$ cat config.mk
export PLATFORM = sky130hd
export DESIGN_NAME = port_pin_function_select
export DESIGN_NICKNAME = d
export VERILOG_FILES = /design/src/core/pin_select_pkg.sv /design/src/core/port_pin_function_select.sv /design/src/core/sync_two_ff.sv
export VERILOG_INCLUDE_DIRS = /design/src /design/src/core
export SDC_FILE = /design/constraint.sdc
export NUM_CORES = 1
export LEC_CHECK = 0
export BUFFER_PORTS_ARGS = -buffer_cell sky130_fd_sc_hd__buf_2
export CORE_UTILIZATION = 53
export DETAILED_ROUTE_END_ITERATION = 16
export HOLD_SLACK_MARGIN = 0.12
export PLACE_DENSITY = 0.78
export SLEW_MARGIN = 15
export SYNTH_ARGS = -nofsm -noshare
export SYNTH_HDL_FRONTEND = slang
export SYNTH_HIERARCHICAL = 1
export SYNTH_SLANG_ARGS = --single-unit
$ cat constraint.sdc
create_clock -name hclk -period 2.4 [get_ports hclk]
set_input_delay 0.36 -clock hclk [delete_from_list [all_inputs] [get_ports hclk]]
set_output_delay 0.36 -clock hclk [all_outputs]
set_load 0.005 [all_outputs]
$ cat src/core/pin_select_defines.svh
// Offsets, field positions, reset values and timing counts of the pin function selector.
`ifndef PIN_SELECT_DEFINES_SVH
`define PIN_SELECT_DEFINES_SVH

`define ADDR_W 8
`define HTRANS_NONSEQ 2'h2

`define OFS_B_DIR 8'h00
`define OFS_B_OUT 8'h04
`define OFS_B_IN 8'h08
`define OFS_C_DIR 8'h0c
`define OFS_C_OUT 8'h10
`define OFS_C_IN 8'h14
`define OFS_D_DIR 8'h18
`define OFS_D_OUT 8'h1c
`define OFS_D_IN 8'h20
`define OFS_CTRL 8'h24
`define OFS_STATUS 8'h28

`define DIR_RESET 23'h000000
`define OUT_RESET 23'h000000
`define CTRL_RESET 1'h0

`define CTRL_ASYNC_BIT 0
`define ST_RESET_PIN_DISABLE_BIT 0
`define ST_CRYSTAL_BIT 1
`define ST_INTERNAL_RC_BIT 2
`define ST_OSC_AMP_BIT 3
`define ST_TIMER_OSC_BIT 4
`define ST_LOADED_BIT 5
`define ST_EXT_RESET_BIT 6

`define CLK_PERIOD_NS 8
`define RESET_MIN_PULSE_NS 1000
`define RESET_MIN_PULSE_CYC ((`RESET_MIN_PULSE_NS + `CLK_PERIOD_NS - 1) / `CLK_PERIOD_NS)
`define FUSE_SETTLE_CYC 3

`endif

$ cat src/core/pin_select_pkg.sv
// Types shared by the pin function selector.
package pin_select_pkg;

  typedef struct packed {
    logic reset_pin_disable;
    logic crystal_osc;
    logic internal_rc;
  } fuse_s;

  typedef struct packed {
    logic [7:0] b;
    logic [6:0] c;
    logic [7:0] d;
  } port_set_s;

  typedef enum logic [1:0] {
    RST_IDLE = 2'b00,
    RST_LOW = 2'b01,
    RST_ACTIVE = 2'b11
  } reset_filter_e;

endpackage

$ cat src/core/port_pin_function_select.sv
// Pin function selector for ports B, C and D with an AHB-Lite register slave.
//
// How it works
// - Port B: eight pins, per-bit pull-up.
// - Port C: seven pins, per-bit pull-up.
// - Port D: eight pins, per-bit pull-up.
// - Any reset floats every port pin.
// - Fuse programmed: port C bit six is I/O.
// - Fuse unprogrammed: bit six is reset input.
// - Low longer than minimum pulse causes reset.
// - Crystal fuse: B six feeds oscillator input.
// - Crystal fuse: B seven is amplifier output.
// - Internal RC plus async bit, crystal fuse clear: timer oscillator.
//
// The AHB-Lite slave port and the register offsets were chosen for this implementation.
`timescale 1ns/1ps
`default_nettype none
`include "pin_select_defines.svh"

module port_pin_function_select
  import pin_select_pkg::*;
#(
  parameter int RESET_MIN_PULSE_CYC = `RESET_MIN_PULSE_CYC
) (
  input wire logic hclk,
  input wire logic hresetn,
  input wire logic hsel,
  input wire logic [31:0] haddr,
  input wire logic [1:0] htrans,
  input wire logic hwrite,
  input wire logic [2:0] hsize,
  input wire logic [31:0] hwdata,
  input wire logic hready,
  output logic hreadyout,
  output logic [31:0] hrdata,
  output logic hresp,
  input wire logic reset_pin_disable_fuse,
  input wire logic crystal_clock_fuse,
  input wire logic internal_rc_clock_fuse,
  input wire logic [7:0] port_b_pins_in,
  output logic [7:0] port_b_pins_out,
  output logic [7:0] port_b_pins_oe,
  output logic [7:0] port_b_pullup,
  input wire logic [5:0] port_c_low_pins_in,
  output logic [5:0] port_c_low_pins_out,
  output logic [5:0] port_c_low_pins_oe,
  input wire logic port_c_bit_six_pin_in,
  output logic port_c_bit_six_pin_out,
  output logic port_c_bit_six_pin_oe,
  output logic [6:0] port_c_pullup,
  input wire logic [7:0] port_d_pins_in,
  output logic [7:0] port_d_pins_out,
  output logic [7:0] port_d_pins_oe,
  output logic [7:0] port_d_pullup,
  output logic osc_amp_enable,
  output logic timer_osc_enable,
  output logic ext_reset_req
);

  localparam int CNT_W = 16;
  localparam logic [CNT_W-1:0] PULSE_LAST = CNT_W'(RESET_MIN_PULSE_CYC - 1);

  // Pin and fuse inputs come from outside the clock domain.
  logic [25:0] sync_q;
  fuse_s fuse_sync;
  port_set_s pin_sync;

  sync_two_ff #(
    .WIDTH(26)
  ) u_sync (
    .hclk(hclk),
    .hresetn(hresetn),
    .d({reset_pin_disable_fuse, crystal_clock_fuse, internal_rc_clock_fuse,
        port_b_pins_in, port_c_bit_six_pin_in, port_c_low_pins_in, port_d_pins_in}),
    .q(sync_q)
  );

  assign fuse_sync = sync_q[25:23];
  assign pin_sync = sync_q[22:0];

  // Fuse capture after the synchroniser has settled.
  fuse_s fuse_ff;
  logic loaded_ff;
  logic [1:0] settle_ff;

  always_ff @(posedge hclk or negedge hresetn)
  begin
    if (!hresetn)
    begin
      settle_ff <= 2'h0;
      loaded_ff <= 1'b0;
      fuse_ff <= '0;
    end
    else if (!loaded_ff)
    begin
      settle_ff <= settle_ff + 2'h1;
      if (settle_ff == 2'(`FUSE_SETTLE_CYC - 1))
      begin
        loaded_ff <= 1'b1;
        fuse_ff <= fuse_sync;
      end
    end
  end

  // Pin function selection.
  logic ctrl_async_ff;
  logic osc_pins;
  logic timer_pins;
  logic pc6_is_reset;
  reset_filter_e rst_state_ff;
  logic hold_z;
  port_set_s special_mask;

  assign osc_pins = loaded_ff & fuse_ff.crystal_osc;
  assign timer_pins = loaded_ff & fuse_ff.internal_rc & ~fuse_ff.crystal_osc & ctrl_async_ff;
  assign pc6_is_reset = ~fuse_ff.reset_pin_disable;
  assign hold_z = ~loaded_ff | (rst_state_ff == RST_ACTIVE);

  always_comb
  begin
    special_mask = '0;
    special_mask.b[7:6] = {2{osc_pins | timer_pins}};
    special_mask.c[6] = pc6_is_reset;
  end

  // External reset filter on port C bit six.
  logic [CNT_W-1:0] pulse_cnt_ff;
  logic pc6_low;

  assign pc6_low = loaded_ff & pc6_is_reset & ~pin_sync.c[6];

  always_ff @(posedge hclk or negedge hresetn)
  begin
    if (!hresetn)
    begin
      rst_state_ff <= RST_IDLE;
      pulse_cnt_ff <= '0;
    end
    else
    begin
      case (rst_state_ff)
        RST_IDLE:
        begin
          pulse_cnt_ff <= '0;
          if (pc6_low)
            rst_state_ff <= RST_LOW;
        end
        RST_LOW:
        begin
          if (!pc6_low)
            rst_state_ff <= RST_IDLE;
          else if (pulse_cnt_ff >= PULSE_LAST)
            rst_state_ff <= RST_ACTIVE;
          else
            pulse_cnt_ff <= pulse_cnt_ff + CNT_W'(1);
        end
        RST_ACTIVE:
        begin
          if (!pc6_low)
            rst_state_ff <= RST_IDLE;
        end
        default:
          rst_state_ff <= RST_IDLE;
      endcase
    end
  end

  always_ff @(posedge hclk or negedge hresetn)
  begin
    if (!hresetn)
      ext_reset_req <= 1'b0;
    else
      ext_reset_req <= (rst_state_ff == RST_ACTIVE);
  end

  // AHB-Lite slave.
  logic sel_addr;
  logic wr_pend_ff;
  logic [`ADDR_W-1:0] wr_addr_ff;
  logic ext_seen_ff;
  port_set_s dir_ff;
  port_set_s out_ff;
  port_set_s in_view;
  logic [31:0] rd_word;

  assign sel_addr = hsel & hready & (htrans == `HTRANS_NONSEQ);
  assign in_view = pin_sync & ~special_mask;

  always_ff @(posedge hclk or negedge hresetn)
  begin
    if (!hresetn)
    begin
      wr_pend_ff <= 1'b0;
      wr_addr_ff <= '0;
    end
    else if (hready)
    begin
      wr_pend_ff <= sel_addr & hwrite;
      wr_addr_ff <= haddr[`ADDR_W-1:0];
    end
  end

  always_comb
  begin
    rd_word = 32'h00000000;
    if (haddr[`ADDR_W-1:0] == `OFS_B_DIR)
      rd_word[7:0] = dir_ff.b;
    else if (haddr[`ADDR_W-1:0] == `OFS_B_OUT)
      rd_word[7:0] = out_ff.b;
    else if (haddr[`ADDR_W-1:0] == `OFS_B_IN)
      rd_word[7:0] = in_view.b;
    else if (haddr[`ADDR_W-1:0] == `OFS_C_DIR)
      rd_word[6:0] = dir_ff.c;
    else if (haddr[`ADDR_W-1:0] == `OFS_C_OUT)
      rd_word[6:0] = out_ff.c;
    else if (haddr[`ADDR_W-1:0] == `OFS_C_IN)
      rd_word[6:0] = in_view.c;
    else if (haddr[`ADDR_W-1:0] == `OFS_D_DIR)
      rd_word[7:0] = dir_ff.d;
    else if (haddr[`ADDR_W-1:0] == `OFS_D_OUT)
      rd_word[7:0] = out_ff.d;
    else if (haddr[`ADDR_W-1:0] == `OFS_D_IN)
      rd_word[7:0] = in_view.d;
    else if (haddr[`ADDR_W-1:0] == `OFS_CTRL)
      rd_word[`CTRL_ASYNC_BIT] = ctrl_async_ff;
    else if (haddr[`ADDR_W-1:0] == `OFS_STATUS)
    begin
      rd_word[`ST_RESET_PIN_DISABLE_BIT] = fuse_ff.reset_pin_disable;
      rd_word[`ST_CRYSTAL_BIT] = fuse_ff.crystal_osc;
      rd_word[`ST_INTERNAL_RC_BIT] = fuse_ff.internal_rc;
      rd_word[`ST_OSC_AMP_BIT] = osc_pins;
      rd_word[`ST_TIMER_OSC_BIT] = timer_pins;
      rd_word[`ST_LOADED_BIT] = loaded_ff;
      rd_word[`ST_EXT_RESET_BIT] = ext_seen_ff;
    end
  end

  always_ff @(posedge hclk or negedge hresetn)
  begin
    if (!hresetn)
      hrdata <= 32'h00000000;
    else if (sel_addr && !hwrite)
      hrdata <= rd_word;
  end

  always_ff @(posedge hclk or negedge hresetn)
  begin
    if (!hresetn)
    begin
      hreadyout <= 1'b0;
      hresp <= 1'b0;
    end
    else
    begin
      hreadyout <= 1'b1;
      hresp <= 1'b0;
    end
  end

  // Port registers return to reset values while the pin reset is active.
  always_ff @(posedge hclk or negedge hresetn)
  begin
    if (!hresetn)
    begin
      dir_ff <= `DIR_RESET;
      out_ff <= `OUT_RESET;
      ctrl_async_ff <= `CTRL_RESET;
    end
    else if (rst_state_ff == RST_ACTIVE)
    begin
      dir_ff <= `DIR_RESET;
      out_ff <= `OUT_RESET;
      ctrl_async_ff <= `CTRL_RESET;
    end
    else if (wr_pend_ff)
    begin
      if (wr_addr_ff == `OFS_B_DIR)
        dir_ff.b <= hwdata[7:0];
      else if (wr_addr_ff == `OFS_B_OUT)
        out_ff.b <= hwdata[7:0];
      else if (wr_addr_ff == `OFS_C_DIR)
        dir_ff.c <= hwdata[6:0];
      else if (wr_addr_ff == `OFS_C_OUT)
        out_ff.c <= hwdata[6:0];
      else if (wr_addr_ff == `OFS_D_DIR)
        dir_ff.d <= hwdata[7:0];
      else if (wr_addr_ff == `OFS_D_OUT)
        out_ff.d <= hwdata[7:0];
      else if (wr_addr_ff == `OFS_CTRL)
        ctrl_async_ff <= hwdata[`CTRL_ASYNC_BIT];
    end
  end

  // Sticky flag for a filtered external reset; a new event beats a clear.
  always_ff @(posedge hclk or negedge hresetn)
  begin
    if (!hresetn)
      ext_seen_ff <= 1'b0;
    else if (rst_state_ff == RST_ACTIVE)
      ext_seen_ff <= 1'b1;
    else if (wr_pend_ff && wr_addr_ff == `OFS_STATUS && hwdata[`ST_EXT_RESET_BIT])
      ext_seen_ff <= 1'b0;
  end

  // Pin drivers, all registered.
  port_set_s nxt_oe;
  port_set_s nxt_out;
  port_set_s nxt_pullup;

  always_comb
  begin
    if (hold_z)
    begin
      nxt_oe = '0;
      nxt_out = '0;
      nxt_pullup = '0;
    end
    else
    begin
      nxt_oe = dir_ff & ~special_mask;
      nxt_out = out_ff & ~special_mask;
      nxt_pullup = ~dir_ff & out_ff & ~special_mask;
    end
  end

  always_ff @(posedge hclk or negedge hresetn)
  begin
    if (!hresetn)
    begin
      port_b_pins_oe <= 8'h00;
      port_b_pins_out <= 8'h00;
      port_b_pullup <= 8'h00;
      port_c_low_pins_oe <= 6'h00;
      port_c_low_pins_out <= 6'h00;
      port_c_bit_six_pin_oe <= 1'b0;
      port_c_bit_six_pin_out <= 1'b0;
      port_c_pullup <= 7'h00;
      port_d_pins_oe <= 8'h00;
      port_d_pins_out <= 8'h00;
      port_d_pullup <= 8'h00;
    end
    else
    begin
      port_b_pins_oe <= nxt_oe.b;
      port_b_pins_out <= nxt_out.b;
      port_b_pullup <= nxt_pullup.b;
      port_c_low_pins_oe <= nxt_oe.c[5:0];
      port_c_low_pins_out <= nxt_out.c[5:0];
      port_c_bit_six_pin_oe <= nxt_oe.c[6];
      port_c_bit_six_pin_out <= nxt_out.c[6];
      port_c_pullup <= nxt_pullup.c;
      port_d_pins_oe <= nxt_oe.d;
      port_d_pins_out <= nxt_out.d;
      port_d_pullup <= nxt_pullup.d;
    end
  end

  always_ff @(posedge hclk or negedge hresetn)
  begin
    if (!hresetn)
    begin
      osc_amp_enable <= 1'b0;
      timer_osc_enable <= 1'b0;
    end
    else
    begin
      osc_amp_enable <= osc_pins;
      timer_osc_enable <= timer_pins;
    end
  end
endmodule
`default_nettype wire

$ cat src/core/sync_two_ff.sv
// Two flip-flop synchroniser for a vector of independent levels.
`timescale 1ns/1ps
`default_nettype none

module sync_two_ff #(
  parameter int WIDTH = 1
) (
  input wire logic hclk,
  input wire logic hresetn,
  input wire logic [WIDTH-1:0] d,
  output logic [WIDTH-1:0] q
);

  logic [WIDTH-1:0] meta_ff;

  always_ff @(posedge hclk or negedge hresetn)
  begin
    if (!hresetn)
    begin
      meta_ff <= '0;
      q <= '0;
    end
    else
    begin
      meta_ff <= d;
      q <= meta_ff;
    end
  end

endmodule
`default_nettype wire

* After elaboration in Yosys (flattened, before gate mapping)
Cells that the tools add are included.
** Storage, ports and cells
- Memories :: 0
- ROM bits :: 0
- Bits of input ports :: 100
- Bits in writable memories :: 0
- Latch bits :: 0
- Register bits :: 214
** Cells by class
- Multipliers :: 0
- Shift-type cells :: 0
- Divide/modulo/power cells :: 0
- $lt $le $gt $ge :: 1
- Add/subtract/negate cells :: 2
- Reductions and logical operators :: 27
- Equal/unequal tests :: 32
- Bitwise logic cells :: 22
- Muxes and demuxes :: 59
** Operators by type and width (number)
- 2-to-1 mux 23 bit :: 8
- AND 23 bit :: 5
- 2-to-1 mux 8 bit :: 13
- 2-to-1 mux 15 bit :: 4
- equality test 8 x 5 -> 1 bit (second input constant) :: 7
- 2-to-1 mux 7 bit :: 7
- NOT 23 bit :: 2
- equality test 8 x 6 -> 1 bit (second input constant) :: 5
- 2-to-1 mux 16 bit :: 2
- one-hot mux 16 bit (2 select lines) :: 1
- equality test 8 x 4 -> 1 bit (second input constant) :: 3
- nonzero test 2 bit :: 10
- 2-to-1 mux 1 bit :: 18
- adder 16 x 1 -> 16 bit (second input constant) :: 1
- equality test 8 x 3 -> 1 bit (second input constant) :: 2
- >= comparator 16 x 7 -> 1 bit (second input constant) :: 1
- zero test 8 bit :: 2
- != test 2 x 1 -> 1 bit (second input constant) :: 6
- AND 1 bit :: 9
- AND reduction 3 bit :: 3
- 2-to-1 mux 2 bit :: 4
- != test 2 bit (second input constant) :: 4
- AND reduction 8 bit :: 1
- AND reduction 7 bit :: 1
- 15 further kinds :: 24

* Longest topological paths before layout
Gate-level depths: netlist of run 1.
- Word-level depth :: 15
- Mapped depth :: 8
- Depth with buffers taken out :: 5

* Hierarchy
The synthesis of run 1 kept the hierarchy.
** Modules (own cells, without submodules)
- port_pin_function_select :: sequential area each 4053.9 sq um, area each 7168.1 sq um, times used 1, cells an instance 665
- sync_two_ff :: sequential area each 1301.2 sq um, area each 1301.2 sq um, times used 1, cells an instance 52

* Worst setup path after synthesis of run 1
OpenSTA, ideal clock, no wires.
- Path type :: in2reg
- Start point :: in haddr[6]
- End point :: reg hrdata[6]
- Slack :: 0.613 ns
- Data required time :: 2.326 ns
- Stages :: 6
- Library setup time :: 0.074 ns
- Data arrival time :: 1.713 ns
- Path through :: buf_2 > or4_4 > or2_4 > a211oi_2 > a211oi_1 > a21oi_2
** On the way
- Word-level cells in the longest chain between the ends :: 12
- Elaborated cells between the ends (all ways) :: 22
** RTL lines
- from (decl) :: RTL line port_pin_function_select.sv:28 : input wire logic [31:0] haddr,
- equality test 8 x 6 -> 1 bit (no source line)
- 2-to-1 mux 7 bit :: RTL line port_pin_function_select.sv:226 : else if (haddr[`ADDR_W-1:0] == `OFS_STATUS)
- 2-to-1 mux 6 bit :: RTL line port_pin_function_select.sv:224 : else if (haddr[`ADDR_W-1:0] == `OFS_CTRL)
- 2-to-1 mux 7 bit :: RTL line port_pin_function_select.sv:222 : else if (haddr[`ADDR_W-1:0] == `OFS_D_IN)
- 2-to-1 mux 8 bit :: RTL line port_pin_function_select.sv:220 : else if (haddr[`ADDR_W-1:0] == `OFS_D_OUT)
- 2-to-1 mux 8 bit :: RTL line port_pin_function_select.sv:218 : else if (haddr[`ADDR_W-1:0] == `OFS_D_DIR)
- 2-to-1 mux 7 bit :: RTL line port_pin_function_select.sv:216 : else if (haddr[`ADDR_W-1:0] == `OFS_C_IN)
- 2-to-1 mux 7 bit :: RTL line port_pin_function_select.sv:214 : else if (haddr[`ADDR_W-1:0] == `OFS_C_OUT)
- 2-to-1 mux 7 bit :: RTL line port_pin_function_select.sv:212 : else if (haddr[`ADDR_W-1:0] == `OFS_C_DIR)
- 2-to-1 mux 8 bit :: RTL line port_pin_function_select.sv:210 : else if (haddr[`ADDR_W-1:0] == `OFS_B_IN)
- 2-to-1 mux 8 bit :: RTL line port_pin_function_select.sv:208 : else if (haddr[`ADDR_W-1:0] == `OFS_B_OUT)
- 2-to-1 mux 8 bit (*) :: RTL line port_pin_function_select.sv:206 : if (haddr[`ADDR_W-1:0] == `OFS_B_DIR)
- to (signal assigned) :: RTL line port_pin_function_select.sv:243 : hrdata <= rd_word;
- to (decl) :: RTL line port_pin_function_select.sv:35 : output logic [31:0] hrdata,
Every way passes the cells marked *; elsewhere a longest branch is shown, timed or not.
A chain may end at the register's enable or synchronous reset.

* Final worst setup path of run 1
- Start point :: reg wr_addr_ff[1]
- End point :: reg dir_ff[18] (netlist name)
** On the way
- Word-level cells in the longest chain between the ends :: 3
** RTL lines
- from (decl) :: RTL line port_pin_function_select.sv:179 : logic [`ADDR_W-1:0] wr_addr_ff;
- from (signal assigned) :: RTL line port_pin_function_select.sv:199 : wr_addr_ff <= haddr[`ADDR_W-1:0];
- zero test 8 bit (no source line)
- nonzero test 2 bit (no source line)
- AND reduction 2 bit (no source line)
- to (signal assigned) :: RTL line port_pin_function_select.sv:265 : dir_ff <= `DIR_RESET;
- to (signal assigned) :: RTL line port_pin_function_select.sv:271 : dir_ff <= `DIR_RESET;
- to (decl) :: RTL line port_pin_function_select.sv:181 : port_set_s dir_ff;
Every way passes these cells.

==> results of run 1 <==
==> power by group through the flow <==
stage	Sequential [mW]	Clock, mW	Combinational, mW
final	3.92	3.43	0.580
after global routing	3.94	3.63	0.648
after CTS	3.92	3.49	0.581
after detailed placement	3.98	0	0.543
after global placement	3.98	0	0.533
after floorplan	3.95	0	0.284
==> synth_stat cells (10+ instances only) <==
cell	number	area, um2
dfrtp_1	214	5360
nand2_1	50	188
nor2_1	50	188
nor2b_1	45	282
and3_1	42	263
o21ai_0	41	205
mux2i_1	40	400
buf_4	29	218
a21oi_1	24	120
clkbuf_1	22	82.6
nand3_1	14	70.1
mux2_2	12	135
o22ai_1	10	62.6
==> metrics by stage <==
stage | util (%) | instances | hold WS [ns] | cell area (um2) | total power, mW
2_1_floorplan | - | 741 | 0.0644 | 8560 | 4.23
3_3_place_gp | 60.7 | 1045 | 0.333 | 9340 | 4.51
3_5_place_dp | 60.7 | 1045 | 0.335 | 9340 | 4.53
4_1_cts | 67.5 | 1113 | 0.136 | 10400 | 7.99
5_1_grt | 67.5 | 1114 | 0.155 | 10400 | 8.22
6_report | 67.5 | 1114 | 0.147 | 10400 | 7.93
==> cells by family after synthesis <==
family                   Yosys count  synth area share, %
flip-flops                       214                 63.2
other                              2               0.0887
multiplexers                      52                 6.32
XOR/XNOR                           4                0.414
adder cells (fa/ha/maj)            3                0.443
buffers and inverters             70                 4.67
AO/OA/AOI/OAI                    108                 7.79
AND/OR/NAND/NOR                  264                 17.0
==> area by class of cell <==
type / count / area [um2]
flip-flops and latches: 214 / 5360
fillers: 1129 / 4990
multi-input cells: 457 / 2810
repair buffers: 182 / 1160
clock buffers: 32 / 679
well taps: 211 / 264
clock inverters: 8 / 76.3
inverters: 10 / 37.5
==> placed cells by master (no fill, tap or decap), drive strengths merged, types with 3 or more instances in the layout <==
cell	n
a211oi	3
a21oi	25
a22o	3
a31oi	5
and2	6
and3	42
buf	152
clkbuf	34
clkinv	5
conb	26
dfrtp	214
dlygate4sd3	28
ha	3
inv	10
mux2	12
mux2i	40
nand2	52
nand2b	6
nand3	14
nand3b	5
nand4	3
nor2	51
nor2b	45
nor3	10
nor3b	5
nor4	5
nor4b	4
o21ai	41
o22ai	10
o31ai	5
or2	3
or3	5
or4b	3
xnor2	4
==> timing repair <==
action	in CTS	in global routing
gates resized for setup	0	0
hold buffers	28	0
endpoints found under the hold margin	75	0
==> flip-flops by register name, summed over array words and instances (netlist names), 8 cells and up <==
name             flops
dir_ff              23
port_b_pullup        8
out_ff              23
port_b_pins_oe       8
port_d_pins_oe       8
port_d_pins_out      8
port_d_pullup        8
u_sync/meta_ff      26
u_sync/q            26
hrdata               8
port_b_pins_out      8
pulse_cnt_ff        16
wr_addr_ff           8
==> path summary, 6_finish.rpt <==
path                                    from                 to  slack (ns)  depth (start not counted)
min in group asynchronous            hresetn  port_d_pins_oe[4]        0.40                          2
setup reg to reg               wr_addr_ff[1]         dir_ff[18]        0.21                          5
max in group asynchronous            hresetn         dir_ff[10]        1.37                          3
setup / recovery               wr_addr_ff[1]         dir_ff[18]        0.21                          5
hold / removal                     hwdata[7]          dir_ff[7]        0.15                          3
hold reg to reg            u_sync/meta_ff[4]        u_sync/q[4]        0.34                          0
==> critical path, cell delays in order, from the launching register on <==
cell	delay, ns
dfrtp_1	0.41
nor4b_1	0.46
nor4b_2	0.54
nand2_2	0.33
mux2i_1	0.25
nor2_1	0.06
==> per-layer routing <==
metal | vias to the layer above | GRT usage (%)
li1 | 2767 | -
met1 | 2910 | 35.2
met2 | 272 | 37.8
met3 | 36 | 4.20
met4 | 0 | 8.37
met5 | - | 0
==> implementation parameters, run 1 <==
Parameter                              Value

Outcome
  Result of the run    completed

Synthesis
  Register bit total from synthesis    214
  Yosys Warn Count    6
  Cell area after technology mapping    8470 um2
  Number of unique standard cell types used by synthesis    63
  Number of instances in the synthesized netlist    717
  Synthesized area per cell    11.8 um2
  Primary FF master, synth    dfrtp_1
  Ys async rst share    100%
  Number of enable-type register cells in the synthesized netlist    0
  Sequential cell area fraction in the yosys report    63.2%

Worst setup path
  Data arrival, critical path    2.55 ns
  CP Launch Type    flop
  Crit path max fanout    8
  Endpoint kind of the worst setup timing path    flop
  Data required time of the critical path    2.76 ns
  Kind of critical path    reg2reg

Power
  Switching fraction of total power    22.6%
  Peak supply drop    0.529 mV
  Leakage component of the power    4.98 nW
  Total internal power    6.14 mW
  Total net switching power    1.79 mW
  Gate power share    7.3%
  Proportion of power drawn by the clock network    43.2%
  Power density over cell area    764 nW/um2
  Share of total power in sequential cells    49.4%

Detailed routing
  Average via count per standard cell    5.37
  Top routing layer in use    met4
  DRT met1 WL    8.68 mm
  Met3 Routed Length    1.41 mm
  Routed vias    5985
  Drt first-iter violations    587
  Post-route ant nets    0
  Drt wl/cell    17.4 um
  First-pass iteration count of the detailed router    5
  Remaining design rule violation count    0
  Total wirelength of the detailed-routed design    19.4 mm
  Detailed route wirelength on metal2    8.86 mm

Floorplanning
  Count of standard-cell rows    45
  Placeable Area    15400 um2
  Die width    128 um
  Starting density of the core    55.1%
  Height of the chip    128 um
  Total I/O pin count    206
  Die footprint    16500 um2

Clocking
  Maximum number of buffers from clock root to sink    3
  CTS Buf Count    22
  Post-CTS setup buffer count    0
  Clock transition at the register clock pins on the worst setup and hold paths after CTS    0.06 ns
  Insertion delay of the later-clocked pin in the worst-skew pair    0.50 ns
  H-tree levels    1
  Clock root cell    clkbuf_16
  TritonCTS clock tree    yes
  Clock sink count    214

Timing
  Hold Fails Final Rpt    0
  Slew Limit Fails    0
  Setup-violating endpoint count in the final report    0
  Least-Margin Pin Slew    0.666 ns
  Post-route worst setup slack    0.211 ns
  Fin Clk Skew    0.0159 ns
  Unrepaired setup endpoints after global routing    false
  Max-Slew Margin vs Limit    55.6%
  F_max    0.457 GHz
  Share of the cycle needed by the critical path after routing    91.2%
  Setup TNS    0 ns
  Fin crit period    2.19 ns

Placed design
  Weighted congestion reported at the end of routability-driven placement    0.904
  Buffers on Ports    129
  Half-perimeter wire length after placement    13.6 mm
  Pre-CTS worst setup slack    0.300 ns

GRT
  Via count of the first global-routing pass    5656
  Global-route congestion overflow total    0
  Wire length of the first global-routing pass    30.8 mm
  Antenna violations before repair    0
  Pin count of the biggest net entering global routing    54
  Total global-route track usage    24.4%

Cells and area
  Fraction of layout instances using a drive strength above 1    24.4%
  Number of antenna repair diodes    0
  Layout Nets    990
  Synth-to-Final Area Change    22.6%

Flow run
  Max Cap Viol    0

Worst hold path
  Type of the worst min-delay path    in2reg
No activity file was read; power rests on OpenSTA's default activity.
==> run 2: changes to the inputs <==
Settings changed: ABC_AREA set to 1.
==> implementation parameters, run 2 <==
Parameter                              Value

Synthesis
  Cell type contributing the most total cell area after synthesis    dfrtp_1
  Top post-synthesis cells by count    214 x dfrtp_1, 146 x nand2_1, 87 x nor2_1
  Yosys Warn Count    6
  Synthesized area per cell    10.3 um2
  Cell area after technology mapping    8330 um2
  Number of instances in the synthesized netlist    812
  Number of unique standard cell types used by synthesis    44
  Register bit total from synthesis    214
  Sequential cell area fraction in the yosys report    64.3%
  Top post-synthesis cells by area    dfrtp_1 64%, nand2_1 6.6%, nor2_1 3.9%, inv_1 3.8%, buf_4 2.4%
  Ys async rst share    100%
  Share of Yosys cell area claimed by the top area cell type    64.3%
  Most numerous cell in the Yosys netlist    dfrtp_1
  Primary FF master, synth    dfrtp_1
  Number of enable-type register cells in the synthesized netlist    0

Detailed routing
  Total wirelength of the detailed-routed design    17.5 mm
  Drt wl/cell    14.5 um
  Drt first-iter violations    400
  First-pass iteration count of the detailed router    5
  Routed vias    5911
  Remaining design rule violation count    0
  Post-route ant nets    0
  Average via count per standard cell    4.90

Cells and area
  Fraction of the core area covered by cells at the end of the flow    66.2%
  Commonest cells after routing, fill and taps aside    214 x dfrtp_1, 145 x nand2_1, 128 x buf_2
  Count of non-filler cells in the finished layout    1206
  Registers with the highest flip-flop counts    u_sync/meta_ff (26), u_sync/q (26)
  Register area    5360 um2
  Number of antenna repair diodes    0
  Commonest non-fill, non-tap cell in the layout    dfrtp_1
  Synth-to-Final Area Change    21.4%
  Layout Nets    1085
  Fraction of layout instances using a drive strength above 1    23.3%
  Filler cell count in the final layout    1171
  Footprint of the multi-input gates    2360 um2
  Final Instance Area    10100 um2

Clocking
  Clock transition at the register clock pins on the worst setup and hold paths after CTS    0.06 ns
  Insertion delay of the later-clocked pin in the worst-skew pair    0.50 ns
  TritonCTS clock tree    yes
  CTS Buf Count    21
  Maximum number of buffers from clock root to sink    3
  H-tree levels    1
  Clock sink count    214
  Clock root cell    clkbuf_16

Floorplanning
  Height of the chip    127 um
  Starting density of the core    54.6%
  Total I/O pin count    206
  Placeable Area    15300 um2
  Count of standard-cell rows    45
  Die width    127 um
  Die footprint    16200 um2

Power
  Peak supply drop    0.575 mV
  Power density over cell area    729 nW/um2
  Leakage component of the power    5.17 nW

Timing
  F_max    0.546 GHz
  Share of the cycle needed by the critical path after routing    76.3%
  Max-Slew Margin vs Limit    56.3%
  Unrepaired setup endpoints after global routing    false
  Least-Margin Pin Slew    0.654 ns
  Setup TNS    0 ns
  Slew Limit Fails    0
  Hold Fails Final Rpt    0
  Setup-violating endpoint count in the final report    0
  Fin Clk Skew    0.0194 ns
  Fin crit period    1.83 ns

Worst setup path
  Crit path max fanout    20
  Data arrival, critical path    2.22 ns
  CP Launch Type    flop
  Kind of critical path    reg2reg
  Data required time of the critical path    2.79 ns
  Endpoint kind of the worst setup timing path    flop

Placed design
  Buffers on Ports    129
  Half-perimeter wire length after placement    12.2 mm
  Total cell area at the placement stage    9130 um2
  Number of cells in the design after placement    1141
  Weighted congestion reported at the end of routability-driven placement    0.898

GRT
  Via count of the first global-routing pass    5640
  Global-route congestion overflow total    0
  Antenna violations before repair    0
  Total global-route track usage    22.7%
  Pin count of the biggest net entering global routing    78
  Wire length of the first global-routing pass    28.4 mm

Flow run
  Max Cap Viol    0

Worst hold path
  Type of the worst min-delay path    in2reg

Outcome
  Result of the run    completed
## run 2: changes by cell type in the layout (fill, tap and decap cells not counted), sizes merged, moves of 17 or more
cell	change
and3	-42
nor2	+51
nand2	+98
nor2b	-45
nand3	+17
mux2i	-40
inv	+91
nor3	+23
## run 2: logic make-up (layout without fill, tap and decap cells)
group                      Yosys count  count (layout)  share of synthesized area [%]
DFF                                214             214                           64.3
other                                2              26                         0.0902
and+or+nand+nor                    340             340                           19.0
adders and majority gates            3               3                          0.451
buffers and inverters              147             306                           8.41
AOI/OAI and AO/OA                   99              99                           6.96
xor gates and xnor gates             5               5                          0.526
muxes                                2               2                          0.270
## run 2: worst max-delay path, cell delays in order, from the launching register on
cell and delay [ns]:
dfrtp_1 0.51, inv_2 0.08, nor2_1 0.10, nand2_1 0.08, nor2_1 0.16, nand2_1 0.07
nand2_1 0.45, nand3_1 0.15, o21ai_0 0.12
## run 2: report_power, final
part           internal [mW]  switching, mW
registers               3.72         0.0564
logic                  0.138          0.234
clock network           1.95           1.27
total                   5.80           1.56
## run 2: what timing repair did
item                      in CTS  in global routing
hold buffers                  29                  0
gates resized for setup        0                  0
hold endpoints to repair      98                  0
setup buffers                  0                  0
## run 2: cell type report
class                           count  share of cell area, %
Sequential cell                   214                   53.0
Multi-Input combinational cell    475                   23.4
Timing Repair Buffer              170                   10.5
Clock buffer                       30                   5.93
Inverter                          100                   3.76
Tap cell                          211                   2.61
Clock inverter                      6                  0.829
## run 2: final timing paths
path	cells past startpoint	slack [ns]	to	start
hold / removal	3	0.14	wr_addr_ff[0]	haddr[0]
min in group asynchronous	2	0.46	wr_pend_ff	hresetn
max in group asynchronous	3	1.23	port_c_pullup[0]	hresetn
hold reg to reg	0	0.34	u_sync/q[10]	u_sync/meta_ff[10]
setup / recovery	8	0.57	pulse_cnt_ff[0]	loaded_ff
setup reg to reg	8	0.57	pulse_cnt_ff[0]	loaded_ff
## run 2: layer usage
layer | track usage [%] | part of all wire, % | vias to the layer above
met4 | 9.45 | 3.6 | 0
met5 | 0 | 0 | -
met2 | 37.0 | 48 | 237
met3 | 3.52 | 6.4 | 51
li1 | - | - | 2852
met1 | 30.7 | 42 | 2771
## run 2: metrics by stage
stage	hold slack [ns]	power [mW]	setup WS, ns
after floorplan	0.0644	4.00	0.957
after global placement	0.333	4.16	0.578
after detailed placement	0.335	4.17	0.573
after global routing	0.152	7.64	0.379
after CTS	0.129	7.43	0.570
final	0.144	7.37	0.569
==> run 3: changes to the inputs <==
Settings changed: CORE_UTILIZATION 53 to 48, PLACE_DENSITY 0.78 to 0.75.
Clock period 2.4 ns to 1.5 ns, I/O delays scaled along.
==> implementation parameters, run 3 (same netlist as run 2, synthesis figures left out) <==
Parameter                              Value

Timing
  F_max    0.629 GHz
  Share of the cycle needed by the critical path after routing    106%
  Unrepaired setup endpoints after global routing    true
  Least-Margin Pin Slew    0.512 ns
  Setup TNS    -1.75 ns
  Fin Clk Skew    0.0127 ns
  Max-Slew Margin vs Limit    65.7%
  Post-route worst setup slack    -0.0888 ns
  Slew Limit Fails    0
  Fin crit period    1.59 ns
  Setup-violating endpoint count in the final report    32
  Hold Fails Final Rpt    0

Worst setup path
  Family with the most delay on the worst path    simple AND/OR/NAND/NOR gates
  Reg2reg setup slack    -0.09 ns
  CP Launch Type    flop
  Kind of critical path    reg2reg
  Launching point of the worst reg2reg path    wr_addr_ff[4]
  Data required time of the critical path    1.86 ns
  Cell mode on critical path    nor2_2
  Crit path max fanout    16
  List of cells traversed by the critical path    inv_2 > nand3_4 > nor2_2 > inv_1 > nand2_2 > inv_4 > nand3_2 > nand2_8 > nor2_2 > a21oi_2
  Data arrival, critical path    1.95 ns
  Number of cells on the worst reg-to-reg path    10
  Max incr delay on CP    0.42 ns
  Crit Reg-Reg Endpoint    dir_ff[0]
  Endpoint kind of the worst setup timing path    flop
  Worst-path cell with the longest stage delay    dfrtp_1
  Number of buffers and inverters on the critical path    3

Detailed routing
  Total wirelength of the detailed-routed design    20.0 mm
  First-pass iteration count of the detailed router    5
  Routed vias    6300
  Remaining design rule violation count    0
  Post-route ant nets    0
  Average via count per standard cell    4.97
  Drt wl/cell    15.8 um
  Drt first-iter violations    490

Cells and area
  Commonest cells after routing, fill and taps aside    213 x dfrtp_1, 133 x nand2_1, 128 x buf_2
  Count of non-filler cells in the finished layout    1267
  Commonest non-fill, non-tap cell in the layout    dfrtp_1
  Synth-to-Final Area Change    30.4%
  Fraction of the core area covered by cells at the end of the flow    64.8%
  Fraction of layout instances using a drive strength above 1    30.1%
  Layout Nets    1136
  Registers with the highest flip-flop counts    u_sync/meta_ff (26), u_sync/q (26)

Placed design
  Buffers on Ports    129
  Pre-CTS worst setup slack    -0.0882 ns
  Number of cells in the design after placement    1183
  Half-perimeter wire length after placement    13.2 mm
  Weighted congestion reported at the end of routability-driven placement    0.903

Outcome
  Violated checks    negative setup slack
  Result of the run    finished with violations

Floorplanning
  Count of standard-cell rows    47
  Starting density of the core    49.7%
  Die footprint    17900 um2
  Height of the chip    134 um
  Die width    134 um
  Placeable Area    16800 um2
  Total I/O pin count    206

GRT
  Antenna violations before repair    1
  Total global-route track usage    22.1%
  Global-route congestion overflow total    0
  Via count of the first global-routing pass    6111
  Wire length of the first global-routing pass    30.7 mm
  Pin count of the biggest net entering global routing    51

Clocking
  Clock root cell    clkbuf_16
  CTS Buf Count    21
  Clock sink count    214
  TritonCTS clock tree    yes
  Insertion delay of the later-clocked pin in the worst-skew pair    0.50 ns
  Clock transition at the register clock pins on the worst setup and hold paths after CTS    0.06 ns
  Maximum number of buffers from clock root to sink    3
  H-tree levels    1

Worst hold path
  Launch point of the worst hold path    hready
  Type of the worst min-delay path    in2reg
  Cells on Worst Hold Path    3
  Hold path endpoint    wr_addr_ff[7]

Flow run
  Max Cap Viol    0

Power
  Leakage component of the power    5.50 nW
  Peak supply drop    0.918 mV
  Power density over cell area    1070 nW/um2
  Overall power consumption    11.7 mW
## run 3: final cells by class
class	instances	area (um2)
Clock buffer	31	613
Sequential cell	214	5360
Multi-Input combinational cell	476	2550
Fill cell	1260	5900
Clock inverter	5	33.8
Inverter	100	388
Tap cell	220	275
Antenna cell	1	2.50
Timing Repair Buffer	220	1640
## run 3: routing by layer
layer / share of wire (%) / up-vias / wire, um / global-route usage, %
li1: - / 2954 / - / -
met1: 40 / 3007 / 8070 / 28.2
met2: 50 / 280 / 9980 / 37.8
met3: 6.3 / 59 / 1270 / 3.23
met4: 3.7 / 0 / 732 / 8.90
met5: 0 / - / 0 / 0
## run 3: what timing repair did
item | 4_1_cts | 5_1_grt
gates cloned | 0 | 3
endpoints found under the hold margin | 236 | 0
setup endpoints to repair | 30 | 61
resized for setup | 18 | 45
hold buffers | 38 | 0
buffers inserted | 1 | 6
pin swaps | 1 | 12
## run 3: how the worst max path moves through the flow
| stage | startpoint | end | slack, ns | cells past startpoint |
|---|---|---|---|---|
| 6_report | wr_addr_ff[4] | dir_ff[0] | -0.09 | 10 |
| 5_1_grt | pulse_cnt_ff[15] | pulse_cnt_ff[6] | -0.17 | 10 |
| 4_1_cts | wr_addr_ff[0] | dir_ff[12] | -0.04 | 10 |
| 3_5_place_dp | haddr[1] | hrdata[1] | -0.09 | 13 |
| 3_3_place_gp | haddr[0] | hrdata[1] | -0.07 | 13 |
| 2_1_floorplan | wr_addr_ff[7] | out_ff[0] | 0.06 | 9 |
## run 3: metrics by stage
stage / hold slack (ns) / cell area, um2
after floorplan: -0.0706 / 8420
after detailed placement: 0.216 / 9520
after global placement: 0.218 / 9520
after global routing: 0.158 / 10900
after CTS: 0.122 / 10600
final: 0.149 / 10900
## run 3: worst reg2reg max path, cell delays in order, from the launching register on
cell and delay (ns):
dfrtp_1 0.42, inv_2 0.13, nand3_4 0.12, nor2_2 0.16, inv_1 0.07, nand2_2 0.09, inv_4 0.06, nand3_2 0.12
nand2_8 0.14, nor2_2 0.13, a21oi_2 0.04
## run 3: power breakdown
group	internal, mW	switching (mW)	total [mW]
Combinational	0.291	0.423	0.714
Clock	2.83	2.06	4.89
Sequential	5.94	0.102	6.05
